===== src/design/acc_pkg.sv =====
package acc_pkg;
  // data-space and io-space offsets of the registers
  localparam logic [7:0] ACC_CTRL_STATUS_OFS = 8'h50;
  localparam logic [7:0] ACC_IO_SPACE_BIAS = 8'h20;
  localparam logic [7:0] ACC_CTRL_STATUS_IO = 8'h30;
  localparam logic [7:0] ACC_PIN_DISABLE_OFS = 8'h7f;
  // control/status field positions
  localparam int ACC_POWER_OFF_BIT = 7;
  localparam int ACC_BANDGAP_BIT = 6;
  localparam int ACC_OUTPUT_BIT = 5;
  localparam int ACC_FLAG_BIT = 4;
  localparam int ACC_IRQ_EN_BIT = 3;
  localparam int ACC_CAPTURE_BIT = 2;
  localparam int ACC_MODE_HI_BIT = 1;
  localparam int ACC_MODE_LO_BIT = 0;
  // pin input disable field positions
  localparam int ACC_POS_OFF_BIT = 0;
  localparam int ACC_NEG_OFF_BIT = 1;
  // values after reset
  localparam logic [7:0] ACC_CTRL_RESET = 8'h00;
  localparam logic [7:0] ACC_PIN_DISABLE_RESET = 8'h00;
  localparam logic [7:0] ACC_PIN_DISABLE_MASK = 8'h03;
  // synchroniser depth in cycles
  localparam int ACC_SYNC_STAGES = 2;
  // interrupt mode encodings
  localparam logic [1:0] ACC_MODE_TOGGLE = 2'h0;
  localparam logic [1:0] ACC_MODE_RESERVED = 2'h1;
  localparam logic [1:0] ACC_MODE_FALL = 2'h2;
  localparam logic [1:0] ACC_MODE_RISE = 2'h3;
  // negative input selection
  typedef enum logic [3:0] {
    ACC_NEG_CH0, ACC_NEG_CH1, ACC_NEG_CH2, ACC_NEG_CH3,
    ACC_NEG_CH4, ACC_NEG_CH5, ACC_NEG_CH6, ACC_NEG_CH7,
    ACC_NEG_PIN
  } acc_neg_sel_t;
endpackage


===== src/design/acc_sync.sv =====
`timescale 1ns/100ps
// two-stage synchroniser with edge outputs taken after the second stage
module acc_sync (
  input wire logic clk,
  input wire logic rst_b,
  input wire logic async_in,
  output logic sync_q,
  output logic rise_q,
  output logic fall_q
);
  logic meta_q;
  logic hold_q;

  // two flops only, so the output lags the pin by one to two cycles
  always_ff @(posedge clk)
  begin
    if (!rst_b)
    begin
      meta_q <= 1'b0;
      sync_q <= 1'b0;
    end
    else
    begin
      meta_q <= async_in;
      sync_q <= meta_q;
    end
  end

  // edges compare the synchronised value with its last sample
  always_ff @(posedge clk)
  begin
    if (!rst_b)
    begin
      hold_q <= 1'b0;
      rise_q <= 1'b0;
      fall_q <= 1'b0;
    end
    else
    begin
      hold_q <= sync_q;
      rise_q <= sync_q & ~hold_q;
      fall_q <= ~sync_q & hold_q;
    end
  end
endmodule


===== src/design/acc_ctrl.sv =====
`timescale 1ns/100ps
// Contract
// - mux on, converter off: channel picks negative
// - otherwise negative pin feeds negative input
// - power-off bit 7 removes comparator power
// - bandgap bit 6 selects positive reference
// - result synchronised to bit 5, 1-2 cycles
// - matching event sets flag bit 4
// - vector ack or write-one clears flag
// - request needs enable bit 3 and global
// - capture bit 2 routes output to timer
// - mode bits 1:0 select toggle/fall/rise
// - disable bits gate pin input buffers
// - upper six disable bits read zero
// - control reachable at 0x50 and 0x30
// - result high when positive exceeds negative
module acc_ctrl (
  input wire logic clk,
  input wire logic rst_b,
  input wire logic [7:0] data_addr,
  input wire logic [5:0] io_addr,
  input wire logic data_wr,
  input wire logic data_rd,
  input wire logic io_wr,
  input wire logic io_rd,
  input wire logic [7:0] wr_data,
  output logic [7:0] rd_data_q,
  input wire logic comparator_mux_enable,
  input wire logic converter_enable,
  input wire logic [2:0] channel_select_low,
  input wire logic global_irq_enable,
  input wire logic irq_vector_ack,
  input wire logic comparator_raw,
  input wire logic positive_pin_in,
  input wire logic negative_pin_in,
  output logic comparator_power_off_q,
  output logic bandgap_select_q,
  output logic [3:0] negative_select_q,
  output logic capture_trigger_q,
  output logic comparator_irq_q,
  output logic positive_pin_buf_en_q,
  output logic negative_pin_buf_en_q,
  output logic positive_pin_port_q,
  output logic negative_pin_port_q
);
  logic comparator_power_off_q_r;
  logic bandgap_select_r;
  logic comparator_irq_flag_q;
  logic comparator_irq_enable_q;
  logic capture_route_enable_q;
  logic [1:0] irq_mode_q;
  logic positive_pin_input_off_q;
  logic negative_pin_input_off_q;
  logic comparator_output_sync;
  logic out_rise;
  logic out_fall;
  logic ctrl_wr;
  logic ctrl_rd;
  logic dis_wr;
  logic dis_rd;
  logic event_hit;
  logic [7:0] ctrl_view;
  logic [7:0] dis_view;
  logic [1:0] pos_pin_sync_q;
  logic [1:0] neg_pin_sync_q;
  logic [3:0] neg_sel_d;

  // true for a data-space hit or the aliased io-space hit
  function automatic logic ctrl_hit(input logic [7:0] da, input logic ds, input logic [5:0] ia,
                                    input logic is);
    ctrl_hit = (ds && da == acc_pkg::ACC_CTRL_STATUS_OFS) ||
               (is && {2'h0, ia} == acc_pkg::ACC_CTRL_STATUS_OFS - acc_pkg::ACC_IO_SPACE_BIAS);
  endfunction

  assign ctrl_wr = ctrl_hit(data_addr, data_wr, io_addr, io_wr);
  assign ctrl_rd = ctrl_hit(data_addr, data_rd, io_addr, io_rd);
  assign dis_wr = data_wr && data_addr == acc_pkg::ACC_PIN_DISABLE_OFS;
  assign dis_rd = data_rd && data_addr == acc_pkg::ACC_PIN_DISABLE_OFS;

  // comparator_raw is high when positive input exceeds negative
  acc_sync u_out_sync (
    .clk(clk),
    .rst_b(rst_b),
    .async_in(comparator_raw),
    .sync_q(comparator_output_sync),
    .rise_q(out_rise),
    .fall_q(out_fall)
  );

  // control bits
  always_ff @(posedge clk)
  begin
    if (!rst_b)
    begin
      comparator_power_off_q_r <= acc_pkg::ACC_CTRL_RESET[acc_pkg::ACC_POWER_OFF_BIT];
      bandgap_select_r <= acc_pkg::ACC_CTRL_RESET[acc_pkg::ACC_BANDGAP_BIT];
      comparator_irq_enable_q <= acc_pkg::ACC_CTRL_RESET[acc_pkg::ACC_IRQ_EN_BIT];
      capture_route_enable_q <= acc_pkg::ACC_CTRL_RESET[acc_pkg::ACC_CAPTURE_BIT];
      irq_mode_q <= acc_pkg::ACC_CTRL_RESET[acc_pkg::ACC_MODE_HI_BIT:acc_pkg::ACC_MODE_LO_BIT];
    end
    else if (ctrl_wr)
    begin
      comparator_power_off_q_r <= wr_data[acc_pkg::ACC_POWER_OFF_BIT];
      bandgap_select_r <= wr_data[acc_pkg::ACC_BANDGAP_BIT];
      comparator_irq_enable_q <= wr_data[acc_pkg::ACC_IRQ_EN_BIT];
      capture_route_enable_q <= wr_data[acc_pkg::ACC_CAPTURE_BIT];
      irq_mode_q <= wr_data[acc_pkg::ACC_MODE_HI_BIT:acc_pkg::ACC_MODE_LO_BIT];
    end
  end

  // event match on synchronised sample pairs
  always_comb
  begin
    case (irq_mode_q)
      acc_pkg::ACC_MODE_TOGGLE: event_hit = out_rise | out_fall;
      acc_pkg::ACC_MODE_FALL: event_hit = out_fall;
      acc_pkg::ACC_MODE_RISE: event_hit = out_rise;
      default: event_hit = 1'b0;
    endcase
  end

  // flag: a new event wins over either clear
  always_ff @(posedge clk)
  begin
    if (!rst_b)
      comparator_irq_flag_q <= acc_pkg::ACC_CTRL_RESET[acc_pkg::ACC_FLAG_BIT];
    else if (event_hit)
      comparator_irq_flag_q <= 1'b1;
    else if (irq_vector_ack || (ctrl_wr && wr_data[acc_pkg::ACC_FLAG_BIT]))
      comparator_irq_flag_q <= 1'b0;
  end

  // pin input disable register
  always_ff @(posedge clk)
  begin
    if (!rst_b)
    begin
      positive_pin_input_off_q <= acc_pkg::ACC_PIN_DISABLE_RESET[acc_pkg::ACC_POS_OFF_BIT];
      negative_pin_input_off_q <= acc_pkg::ACC_PIN_DISABLE_RESET[acc_pkg::ACC_NEG_OFF_BIT];
    end
    else if (dis_wr)
    begin
      positive_pin_input_off_q <= wr_data[acc_pkg::ACC_POS_OFF_BIT];
      negative_pin_input_off_q <= wr_data[acc_pkg::ACC_NEG_OFF_BIT];
    end
  end

  always_comb
  begin
    ctrl_view = 8'h00;
    ctrl_view[acc_pkg::ACC_POWER_OFF_BIT] = comparator_power_off_q_r;
    ctrl_view[acc_pkg::ACC_BANDGAP_BIT] = bandgap_select_r;
    ctrl_view[acc_pkg::ACC_OUTPUT_BIT] = comparator_output_sync;
    ctrl_view[acc_pkg::ACC_FLAG_BIT] = comparator_irq_flag_q;
    ctrl_view[acc_pkg::ACC_IRQ_EN_BIT] = comparator_irq_enable_q;
    ctrl_view[acc_pkg::ACC_CAPTURE_BIT] = capture_route_enable_q;
    ctrl_view[acc_pkg::ACC_MODE_HI_BIT:acc_pkg::ACC_MODE_LO_BIT] = irq_mode_q;
    dis_view = 8'h00;
    dis_view[acc_pkg::ACC_POS_OFF_BIT] = positive_pin_input_off_q;
    dis_view[acc_pkg::ACC_NEG_OFF_BIT] = negative_pin_input_off_q;
    dis_view = dis_view & acc_pkg::ACC_PIN_DISABLE_MASK;
  end

  // read data registered; unmapped reads return zero
  always_ff @(posedge clk)
  begin
    if (!rst_b)
      rd_data_q <= 8'h00;
    else if (ctrl_rd)
      rd_data_q <= ctrl_view;
    else if (dis_rd)
      rd_data_q <= dis_view;
    else
      rd_data_q <= 8'h00;
  end

  // negative input choice
  always_comb
  begin
    if (comparator_mux_enable && !converter_enable)
      neg_sel_d = {1'b0, channel_select_low};
    else
      neg_sel_d = 4'(acc_pkg::ACC_NEG_PIN);
  end

  // pin inputs into the port reading pass these two flops and then the output register, three flops in all
  always_ff @(posedge clk)
  begin
    if (!rst_b)
    begin
      pos_pin_sync_q <= 2'h0;
      neg_pin_sync_q <= 2'h0;
    end
    else
    begin
      pos_pin_sync_q <= {pos_pin_sync_q[0], positive_pin_in};
      neg_pin_sync_q <= {neg_pin_sync_q[0], negative_pin_in};
    end
  end

  // registered outputs
  always_ff @(posedge clk)
  begin
    if (!rst_b)
    begin
      comparator_power_off_q <= 1'b0;
      bandgap_select_q <= 1'b0;
      negative_select_q <= 4'(acc_pkg::ACC_NEG_PIN);
      capture_trigger_q <= 1'b0;
      comparator_irq_q <= 1'b0;
      positive_pin_buf_en_q <= 1'b1;
      negative_pin_buf_en_q <= 1'b1;
      positive_pin_port_q <= 1'b0;
      negative_pin_port_q <= 1'b0;
    end
    else
    begin
      comparator_power_off_q <= comparator_power_off_q_r;
      bandgap_select_q <= bandgap_select_r;
      negative_select_q <= neg_sel_d;
      capture_trigger_q <= capture_route_enable_q & comparator_output_sync;
      comparator_irq_q <= comparator_irq_flag_q & comparator_irq_enable_q
                          & global_irq_enable;
      positive_pin_buf_en_q <= ~positive_pin_input_off_q;
      negative_pin_buf_en_q <= ~negative_pin_input_off_q;
      positive_pin_port_q <= pos_pin_sync_q[1] & ~positive_pin_input_off_q;
      negative_pin_port_q <= neg_pin_sync_q[1] & ~negative_pin_input_off_q;
    end
  end

  // helper: synchronised output one cycle late
  logic sync_prev_q;
  always_ff @(posedge clk)
  begin
    if (!rst_b)
      sync_prev_q <= 1'b0;
    else
      sync_prev_q <= comparator_output_sync;
  end

  flag_rise_a: assert property (@(posedge clk) disable iff (!rst_b)
    (irq_mode_q == acc_pkg::ACC_MODE_RISE && out_rise) |=> comparator_irq_flag_q)
    else $error("flag not set on rising event");

  flag_clear_a: assert property (@(posedge clk) disable iff (!rst_b)
    (irq_vector_ack && !event_hit) |=> !comparator_irq_flag_q)
    else $error("flag not cleared by vector");

  irq_gate_a: assert property (@(posedge clk) disable iff (!rst_b)
    comparator_irq_q |-> $past(comparator_irq_enable_q) && $past(global_irq_enable))
    else $error("irq raised without enables");

  neg_pin_a: assert property (@(posedge clk) disable iff (!rst_b)
    (!comparator_mux_enable || converter_enable)
    |=> negative_select_q == 4'(acc_pkg::ACC_NEG_PIN))
    else $error("negative pin not selected");

  neg_chan_a: assert property (@(posedge clk) disable iff (!rst_b)
    (comparator_mux_enable && !converter_enable)
    |=> negative_select_q == {1'b0, $past(channel_select_low)})
    else $error("channel not selected");

  sync_lat_a: assert property (@(posedge clk) disable iff (!rst_b)
    $rose(comparator_raw) ##1 comparator_raw [*2] |-> comparator_output_sync)
    else $error("sync latency too long");

  no_reserved_a: assert property (@(posedge clk) disable iff (!rst_b)
    irq_mode_q == acc_pkg::ACC_MODE_RESERVED |-> ##1 !$rose(comparator_irq_flag_q))
    else $error("reserved mode set flag");

  pin_gate_a: assert property (@(posedge clk) disable iff (!rst_b)
    positive_pin_input_off_q |=> !positive_pin_port_q && !positive_pin_buf_en_q)
    else $error("disabled pin reads nonzero");

  capture_a: assert property (@(posedge clk) disable iff (!rst_b)
    capture_trigger_q |-> $past(capture_route_enable_q) && sync_prev_q)
    else $error("capture route without enable");

  alias_a: assert property (@(posedge clk) disable iff (!rst_b)
    (io_wr && io_addr == acc_pkg::ACC_CTRL_STATUS_IO[5:0] && !data_wr)
    |=> bandgap_select_r == $past(wr_data[acc_pkg::ACC_BANDGAP_BIT]))
    else $error("io alias write missed");

  neg_gate_a: assert property (@(posedge clk) disable iff (!rst_b)
    negative_pin_input_off_q |=> !negative_pin_port_q && !negative_pin_buf_en_q)
    else $error("disabled negative pin reads nonzero");

  flag_fall_a: assert property (@(posedge clk) disable iff (!rst_b)
    (irq_mode_q == acc_pkg::ACC_MODE_FALL && out_fall) |=> comparator_irq_flag_q)
    else $error("flag not set on falling event");

  flag_toggle_a: assert property (@(posedge clk) disable iff (!rst_b)
    (irq_mode_q == acc_pkg::ACC_MODE_TOGGLE && (out_rise || out_fall))
    |=> comparator_irq_flag_q)
    else $error("flag not set on toggle event");

  flag_wclr_a: assert property (@(posedge clk) disable iff (!rst_b)
    (ctrl_wr && wr_data[acc_pkg::ACC_FLAG_BIT] && !event_hit) |=> !comparator_irq_flag_q)
    else $error("flag not cleared by write");

  dis_read_a: assert property (@(posedge clk) disable iff (!rst_b)
    (dis_rd && !ctrl_rd) |=> rd_data_q[7:2] == 6'h00)
    else $error("reserved disable bits read nonzero");
endmodule


===== config.mk =====
export PLATFORM = sky130hd
export DESIGN_NAME = acc_ctrl
export DESIGN_NICKNAME = d
export VERILOG_FILES = /design/src/design/acc_pkg.sv /design/src/design/acc_sync.sv /design/src/design/acc_ctrl.sv
export SDC_FILE = /design/constraint.sdc
export NUM_CORES = 1
export LEC_CHECK = 0
export ABC_AREA = 1
export BUFFER_PORTS_ARGS = -buffer_cell sky130_fd_sc_hd__buf_2
export CAP_MARGIN = 20
export CORE_ASPECT_RATIO = 1.5
export CORE_MARGIN = 2
export CORE_UTILIZATION = 45
export CTS_CLUSTER_SIZE = 10
export DETAILED_ROUTE_END_ITERATION = 10
export GPL_ROUTABILITY_DRIVEN = 0
export PLACE_DENSITY = 0.77
export SLEW_MARGIN = 20
export SYNTH_ARGS = -nofsm -noshare
export SYNTH_HDL_FRONTEND = slang
export SYNTH_SLANG_ARGS = --single-unit

===== constraint.sdc =====
create_clock -name clk -period 2.1 [get_ports clk]
set_clock_uncertainty 0.05 [all_clocks]
set_input_delay 0.42 -clock clk [delete_from_list [all_inputs] [get_ports clk]]
set_output_delay 0.42 -clock clk [all_outputs]
set_load 0.05 [all_outputs]

## Word-level counts from Yosys, hierarchy flattened

Cells that the tools add are included.

- Register bits after elaboration: 38
- Output and inout port bits: 20
- Word-level logic and storage cells: 64

- Equality and inequality tests: 5
- Muxes and demuxes: 6
- Bitwise operators: 12
- Reductions and logical operators: 15

Operators by type and width:

| operator | number |
|---|---|
| == test 8 x 7 -> 1 bit (second input constant) | 2 |
| logical AND 1 bit | 8 |
| 2-to-1 mux 8 bit | 1 |
| AND 1 bit | 7 |
| == test 6 bit (second input constant) | 1 |
| == test 2 bit (second input constant) | 2 |
| 2-to-1 mux 4 bit | 1 |
| NOT 1 bit | 4 |
| logical OR 1 bit | 3 |
| one-hot mux 1 bit (3 select lines) | 1 |
| logical NOT 2 bit | 1 |
| 2-to-1 mux 1 bit | 2 |
| 2-to-1 mux 2 bit | 1 |
| AND reduction 2 bit | 1 |
| nonzero test 2 bit | 1 |
| logical NOT 1 bit | 1 |
| OR 1 bit | 1 |

## Depth between registers and ports, before layout

Gate-level depths: netlist of the first run.

- Depth after elaboration: 7
- Depth in mapped cells: 8
- Depth with buffers taken out: 8

## Cells and area by module

A second synthesis of the first run with hierarchy kept.

- Cells, all modules: 158
- Area, all modules: 1293.7 µm²

Modules (own cells, without submodules):

| module | instances | cells an instance | area each (µm²) | seq. area each (µm²) |
|---|---|---|---|---|
| acc_ctrl | 1 | 144 | 1157.4 | 660.6 |
| acc_sync | 1 | 14 | 136.4 | 100.1 |

## Worst setup path before layout of the first run

Ideal clock, no wire load.

- Kind: input -> register
- From: input data_addr[1]
- To: register bandgap_select_r
- Setup time: 0.116 ns
- Data arrival time: 0.997 ns
- Data required time: 1.934 ns
- Path slack: 0.937 ns
- Cell stages on the path: 8
- Cell sequence: inv_1 > nand2_2 > nor2_2 > nand3_1 > nand2_2 > inv_2 > nor2_1 > nor2_1

- Longest elaborated chain between the ends: 3

RTL lines:

| item | line | source |
|---|---|---|
| start, declared | acc_ctrl.sv:20 | `input wire logic [7:0] data_addr,` |
| == test 8 x 7 -> 1 bit | acc_ctrl.sv:71 | `ctrl_hit = (ds && da == acc_pkg::ACC_CTRL_STATUS_OFS) \|\|` |
| logical AND 1 bit | acc_ctrl.sv:71 |  |
| logical OR 1 bit | acc_ctrl.sv:71 |  |
| end signal, assigned | acc_ctrl.sv:96 | `bandgap_select_r <= acc_pkg::ACC_CTRL_RESET[acc_pkg::ACC_BANDGAP_BIT];` |
| end signal, assigned | acc_ctrl.sv:104 | `bandgap_select_r <= wr_data[acc_pkg::ACC_BANDGAP_BIT];` |
| end, declared | acc_ctrl.sv:47 | `logic bandgap_select_r;` |

Every way passes these cells.
A chain may end at the register's enable or synchronous reset.

## Worst setup path in the final report of the first run

- From: register rd_data_q[5]
- To: output rd_data_q[5]

RTL lines:

| item | line | source |
|---|---|---|
| start, declared | acc_ctrl.sv:27 | `output logic [7:0] rd_data_q,` |
| start signal, assigned | acc_ctrl.sv:170 | `rd_data_q <= ctrl_view;` |
| start signal, assigned | acc_ctrl.sv:172 | `rd_data_q <= dis_view;` |

No word-level cell between the ends.

==> results of run 1 <==
-- per-layer routing --
layer | routed length, µm | up-vias | track usage, % | share of wire [%]
met5 | 0 | - | 0 | 0
met4 | 57 | 0 | 9.91 | 2.2
met3 | 139 | 5 | 4.43 | 5.4
met2 | 1360 | 36 | 31.1 | 53
met1 | 1010 | 496 | 18.9 | 39
li1 | - | 604 | - | -
-- final cells by class --
cell class	instances	share of cell area (%)
inverter	28	6.19
tap	37	2.72
clock inverter	1	0.295
timing repair buffer	56	16.5
clock buffer	7	5.08
multi-input combinational	93	24.4
sequential	38	44.8
-- logic make-up (layout without fill, tap and decap cells) --
kind of cell	count (synthesis)	in the layout	synth area share, %
buffers and inverters	31	92	9.27
DFF	38	38	58.7
AOI/OAI and AO/OA	14	14	5.69
and+or+nand+nor	79	79	26.4
-- cell usage in the layout, fill, tap and decap left out --
cell / Yosys / final
sky130_fd_sc_hd__buf_2: 3 / 56
sky130_fd_sc_hd__dfxtp_1: 38 / 38
sky130_fd_sc_hd__nor2_1: 34 / 34
sky130_fd_sc_hd__nand2_1: 28 / 28
sky130_fd_sc_hd__inv_1: 26 / 26
sky130_fd_sc_hd__o21ai_0: 8 / 8
sky130_fd_sc_hd__clkbuf_8: 0 / 6
sky130_fd_sc_hd__nand2_2: 5 / 5
sky130_fd_sc_hd__nand3_1: 5 / 5
sky130_fd_sc_hd__a21oi_1: 3 / 3
sky130_fd_sc_hd__nor2_2: 2 / 2
sky130_fd_sc_hd__nand4_1: 2 / 2
sky130_fd_sc_hd__inv_2: 2 / 2
sky130_fd_sc_hd__nor3_2: 2 / 2
sky130_fd_sc_hd__o21ai_1: 2 / 2
sky130_fd_sc_hd__a2bb2oi_1: 1 / 1
sky130_fd_sc_hd__nand3b_1: 1 / 1
sky130_fd_sc_hd__clkbuf_1: 0 / 1
sky130_fd_sc_hd__clkinv_2: 0 / 1
-- per-stage QoR --
stage / area [µm²] / hold WS (ns)
6_report: 1700 / 0.261
3_3_place_gp: 1610 / 0.341
4_1_cts: 1700 / 0.253
2_1_floorplan: 1300 / 0.321
5_1_grt: 1700 / 0.270
3_5_place_dp: 1610 / 0.341
-- power by group through the flow --
stage | logic (mW) | clock network [mW] | registers [mW]
after floorplan | 0.0351 | 0 | 0.765
after global placement | 0.0873 | 0 | 0.752
after detailed placement | 0.0895 | 0 | 0.753
after CTS | 0.0901 | 0.510 | 0.737
after global routing | 0.102 | 0.551 | 0.737
final | 0.0892 | 0.500 | 0.737
-- registers in the layout (all words and copies together) (netlist names), 2 cells and up --
name / flops
neg_pin_sync_q: 2
negative_select_q: 4
rd_data_q: 8
irq_mode_q: 2
pos_pin_sync_q: 2
-- path summary, 6_finish.rpt --
check | slack, ns | startpoint | endpoint | depth (start not counted)
hold reg to reg | 0.36 | positive_pin_input_off_q | positive_pin_buf_en_q | 1
setup reg to reg | 1.17 | irq_mode_q[0] | comparator_irq_flag_q | 4
hold / removal | 0.26 | comparator_raw | u_out_sync.meta_q | 3
setup / recovery | 0.76 | rd_data_q[5] | rd_data_q[5] | 1
-- worst register-to-register path, cell delays in order (launching register included) --
cell	delay, ns
sky130_fd_sc_hd__dfxtp_1	0.36
sky130_fd_sc_hd__inv_1	0.08
sky130_fd_sc_hd__nor2_1	0.08
sky130_fd_sc_hd__a2bb2oi_1	0.17
sky130_fd_sc_hd__a21oi_1	0.08
==> flow_summary_export.csv, run 1 <==
group,metric,value,unit
outcome,run_status,"completed",
timing,max_freq,748,MHz
pwr,clkPwrFrac,37.7,%
placed_design,buffer_ports.inserted,56,
pwr,power.switching,291,µW
synth,yosys.cell_types.count,16,
finish,layout.filler_cells,271,
synth,synth_sequential_area_ratio,58.7,%
timing,setup_viol,0,
route,drc_errors,0,
worst_setup_path,peak_fanout_along_the_critical_path,1,
clock_network,cts_tree,"built",
synth,synth_top_area_share,58.7,%
global_routing,grt_max_degree,28,
placed_design,placed_cells_incl_taps,252,
finish,fin_nets,260,
finish,layout.area.seq,761,µm²
placed_design,dpl_worst_slack,0.699,ns
pwr,leakage,0.903,nW
route,routed_antenna_nets,0,
synth,postSynth.asyncResetShare,0,%
synth,syn_inst,162,
worst_setup_path,critical_path_class,"reg2out",
route,routedWlPerCell,9.89,µm
synth,synth.cells.most_frequent,"sky130_fd_sc_hd__dfxtp_1 (38), sky130_fd_sc_hd__nor2_1 (34), sky130_fd_sc_hd__nand2_1 (28)",
clock_network,clk_root_buffer_cell,"sky130_fd_sc_hd__clkbuf_8",
pwr,overall_power,1.33,mW
pwr,switching_part_of_the_total,22.0,%
clock_network,ctsLongestPathBuffers,2,
finish,diodes,0,
synth,synth.cell_area,1300,µm²
clock_network,cts_htree_levels,2,
synth,netlist_top_cells_area,"sky130_fd_sc_hd__dfxtp_1 (59%), sky130_fd_sc_hd__nor2_1 (9.8%), sky130_fd_sc_hd__nand2_1 (8.1%), sky130_fd_sc_hd__inv_1 (7.5%), sky130_fd_sc_hd__o21ai_0 (3.1%)",
finish,drive_gt1_share,33.2,%
timing,slew_viol_final,0,
timing,max_slew.worst_pin.slew,0.432,ns
timing,rsz0062_at_grt,"false",
synth,synthFlopType,"sky130_fd_sc_hd__dfxtp_1",
finish,synthToLayoutAreaGrowth,31.1,%
floorplanning,chipWidth,47.8,µm
route,routed_wl,2570,µm
pwr,power_density,780,nW/µm²
run,maxCapViolCount,0,
floorplanning,initial_utilization,47.9,%
global_routing,grt.total_usage,18.3,%
synth,mappedNetlistNets,200,
synth,synth_enable_flop_cells,0,
synth,synth.ff_latch_count,38,
timing,max-slew-margin-rel,71.2,%
clock_network,clk_latency,0.29,ns
synth,post-synth-top-area-cell,"sky130_fd_sc_hd__dfxtp_1",
worst_setup_path,critPathLaunchType,"flip-flop",
hold_path,min-delay-path-class,"in2reg",
timing,final.min_clock_period,1.34,ns
route,routed-via-count,1141,
global_routing,grt_pass1_vias,1141,
finish,fin_cells,260,
timing,final.setup.tns,0,ns
pwr,power_report.internal_total,1.03,mW
finish,total_area_of_multi_input_combinational_cells,415,µm²
worst_setup_path,critical_path_arrival,0.87,ns
worst_setup_path,cp_cell_instances,"buf_2",
worst_setup_path,critPathTopFamily,"flip-flops",
floorplanning,placementRows,23,
placed_design,hpwl,1950,µm
pwr,register_share_of_total_power,55.6,%
floorplanning,die_area,3330,µm²
worst_setup_path,setup.worst_path.end_class,"output port",
worst_setup_path,worst_path_largest_cell_delay,0.32,ns
pwr,pwr-share-comb,6.7,%
clock_network,cts.sink_count,38,
pwr,ir_drop,0.584,mV
global_routing,first_pass_grt_wire_length,4470,µm
worst_setup_path,critPathRequiredTime,1.63,ns
route,detail_route.iter0.violations,16,
synth,syn_area_per_cell,8.00,µm²
clock_network,numCtsBuffers,5,
floorplanning,fp.coreArea,2710,µm²
route,drt-pass1-iter-count,4,
timing,hold_viol_final,0,
floorplanning,io_pins,58,
clock_network,cts_hold_buffers,0,
synth,yosysWarningCount,0,
clock_network,cts_resized,0,
worst_setup_path,slowest_stage,"sky130_fd_sc_hd__dfxtp_1",
floorplanning,fp.dieH,69.7,µm
timing,post-route-period-util,63.7,%
global_routing,grt_antenna_before_repair,0,
synth,synth_most_common_cell,"sky130_fd_sc_hd__dfxtp_1",
worst_setup_path,critical_path.n_buffers_inverters,1,
route,vias_per_cell,4.39,
timing,finalWorstSetupSlack,0.762,ns
clock_network,cts.reportedPaths.clkPinSlew,0.07,ns
global_routing,globalRouteOverflowTotal,0,
finish,postLayoutCoreUtil,62.8,%
clock_network,post_cts_buffers,0,
(Power assumes the default switching activity.)
==> run 2, diff against run 1 <==
==> constraint.sdc (replaced) <==
create_clock -name clk -period 1.3 [get_ports clk]
set_clock_uncertainty 0.05 [all_clocks]
set_input_delay 0.26 -clock clk [delete_from_list [all_inputs] [get_ports clk]]
set_output_delay 0.26 -clock clk [all_outputs]
set_load 0.05 [all_outputs]
==> run 2 against run 1 <==
Compared with the run above:
- first-iteration DRC count is 63% higher
- combinational power is 63% higher
- total power is 58% higher
- critical path type unchanged
- critical endpoint is now positive_pin_port_q
- largest power group unchanged
==> flow_summary_export.csv, run 2 (synthesis gave the netlist of run 1 again) <==
group,metric,value,unit
route,routedWlPerCell,9.55,µm
finish,drive_gt1_share,33.3,%
finish,final_cell_mix,"sky130_fd_sc_hd__buf_2 (56), sky130_fd_sc_hd__dfxtp_1 (38), sky130_fd_sc_hd__nor2_1 (34)",
placed_design,hpwl,1860,µm
floorplanning,die_area,3330,µm²
worst_setup_path,critical_path.n_buffers_inverters,1,
timing,hold_viol_final,0,
worst_setup_path,startpoint_of_the_worst_register_to_register_path,"irq_mode_q[0]",
clock_network,clk_latency,0.28,ns
run,maxCapViolCount,0,
timing,final.setup.tns,0,ns
finish,postLayoutCoreUtil,62.8,%
route,drc_errors,0,
global_routing,grt_antenna_before_repair,0,
worst_setup_path,critPathLaunchType,"flip-flop",
route,routed_wl,2470,µm
floorplanning,placementRows,23,
timing,max-slew-margin-rel,73.9,%
route,highest-signal-layer,"met4",
global_routing,grt_max_degree,26,
finish,diodes,0,
worst_setup_path,worst_path_largest_cell_delay,0.31,ns
global_routing,grt.total_usage,17.9,%
worst_setup_path,peak_fanout_along_the_critical_path,1,
global_routing,globalRouteOverflowTotal,0,
route,m1WireLength,936,µm
timing,rsz0062_at_grt,"false",
worst_setup_path,critical_path_class,"reg2out",
clock_network,cts_htree_levels,2,
route,detail_route.iter0.violations,26,
finish,synthToLayoutAreaGrowth,31.0,%
timing,setup_viol,0,
worst_setup_path,crit_start,"positive_pin_port_q",
clock_network,numCtsBuffers,5,
hold_path,min-delay-path-class,"in2reg",
worst_setup_path,timing.critical_path.to,"positive_pin_port_q",
route,vias_per_cell,4.40,
timing,max_freq,862,MHz
route,drt-pass1-iter-count,4,
worst_setup_path,endpoint_of_the_worst_slack_reg_to_reg_timing_path,"comparator_irq_flag_q",
worst_setup_path,worst-r2r-cell-count,4,
worst_setup_path,critPathRequiredTime,0.99,ns
route,routed-via-count,1140,
finish,largest_register,"rd_data_q",
timing,hold_slack,0.110,ns
floorplanning,fp.coreArea,2710,µm²
outcome,run_status,"completed",
clock_network,clk_root_buffer_cell,"sky130_fd_sc_hd__clkbuf_8",
worst_setup_path,critical_path_arrival,0.85,ns
clock_network,cts_hold_buffers,0,
timing,post-route-period-util,89.2,%
clock_network,cts.reportedPaths.clkPinSlew,0.06,ns
clock_network,cts_resized,0,
timing,slew_viol_final,0,
floorplanning,initial_utilization,47.9,%
finish,max_ffs_per_register,8,
clock_network,cts.sink_count,38,
clock_network,post_cts_buffers,0,
route,detailroute.wirelength.met3,183,µm
floorplanning,chipWidth,47.8,µm
worst_setup_path,path_depth,1,
timing,max_slew.worst_pin.slew,0.392,ns
route,met2WireLength,1310,µm
global_routing,first_pass_grt_wire_length,4370,µm
floorplanning,fp.dieH,69.7,µm
pwr,power_density,1230,nW/µm²
floorplanning,io_pins,58,
finish,largestRegisters,"rd_data_q x8, negative_select_q x4",
worst_setup_path,critPathTopFamily,"flip-flops",
worst_setup_path,cp_cell_instances,"buf_2",
route,routed_antenna_nets,0,
finish,mostFrequentLayoutCell,"sky130_fd_sc_hd__buf_2",
worst_setup_path,setup.worst_path.end_class,"output port",
clock_network,ctsLongestPathBuffers,2,
placed_design,buffer_ports.inserted,56,
pwr,ir_drop,0.921,mV
finish,fin_nets,261,
worst_setup_path,slowest_stage,"sky130_fd_sc_hd__dfxtp_1",
timing,final.min_clock_period,1.16,ns
global_routing,grt_pass1_vias,1143,
clock_network,cts_tree,"built",
pwr,leakage,0.902,nW
worst_setup_path,timing.reg2reg.setup_slack,0.40,ns
==> run 2: cell types whose count changed in the layout (fill, tap and decap cells not counted), sizes merged <==
cell / before / now
buf: 56 / 57
clkbuf: 7 / 6
clkinv: 1 / 0
==> run 2: area by class of cell <==
cell class              instances  area, µm²
well taps                      37       46.3
repair buffers                 57        288
multi-input cells              93        415
inverters                      28        105
clock buffers                   6       82.6
fillers                       273       1010
flip-flops and latches         38        761
==> run 2: worst min-delay path, delay by kind of cell <==
kind / cells / cell delay (ns)
AND/OR/NAND/NOR: 1 / 0.04
buffers and inverters: 2 / 0.11
==> run 2: worst min-delay path by stage <==
| stage | to | slack, ns | startpoint | cells after the start |
|---|---|---|---|---|
| floorplan | neg_pin_sync_q[0] | 0.31 | negative_pin_in | 2 |
| CTS | u_out_sync.meta_q | 0.10 | comparator_raw | 3 |
| detailed placement | positive_pin_buf_en_q | 0.35 | positive_pin_input_off_q | 1 |
| global route | pos_pin_sync_q[0] | 0.12 | positive_pin_in | 3 |
| finish | u_out_sync.meta_q | 0.11 | comparator_raw | 3 |
| global placement | positive_pin_buf_en_q | 0.34 | positive_pin_input_off_q | 1 |
==> run 2: through the flow <==
step                cells  power [mW]  worst slack [ns]  cell area (µm²)
CTS                   259        2.12             0.132             1700
finish                259        2.09             0.140             1700
global placement      253        1.36            0.0910             1620
floorplan             162        1.29             0.297             1300
detailed placement    253        1.36            0.0409             1620
global route          259        2.18            0.0875             1700
==> run 2: report_power, final <==
part	internal, mW	switching [mW]
Combinational	0.0621	0.0833
Sequential	1.18	0.00600
Clock	0.408	0.347
Total	1.65	0.436
==> run 2: layer usage <==
layer	GRT usage [%]	vias up
li1	-	605
met1	17.5	493
met2	31.1	35
met3	7.29	7
met4	6.91	0
met5	0	-
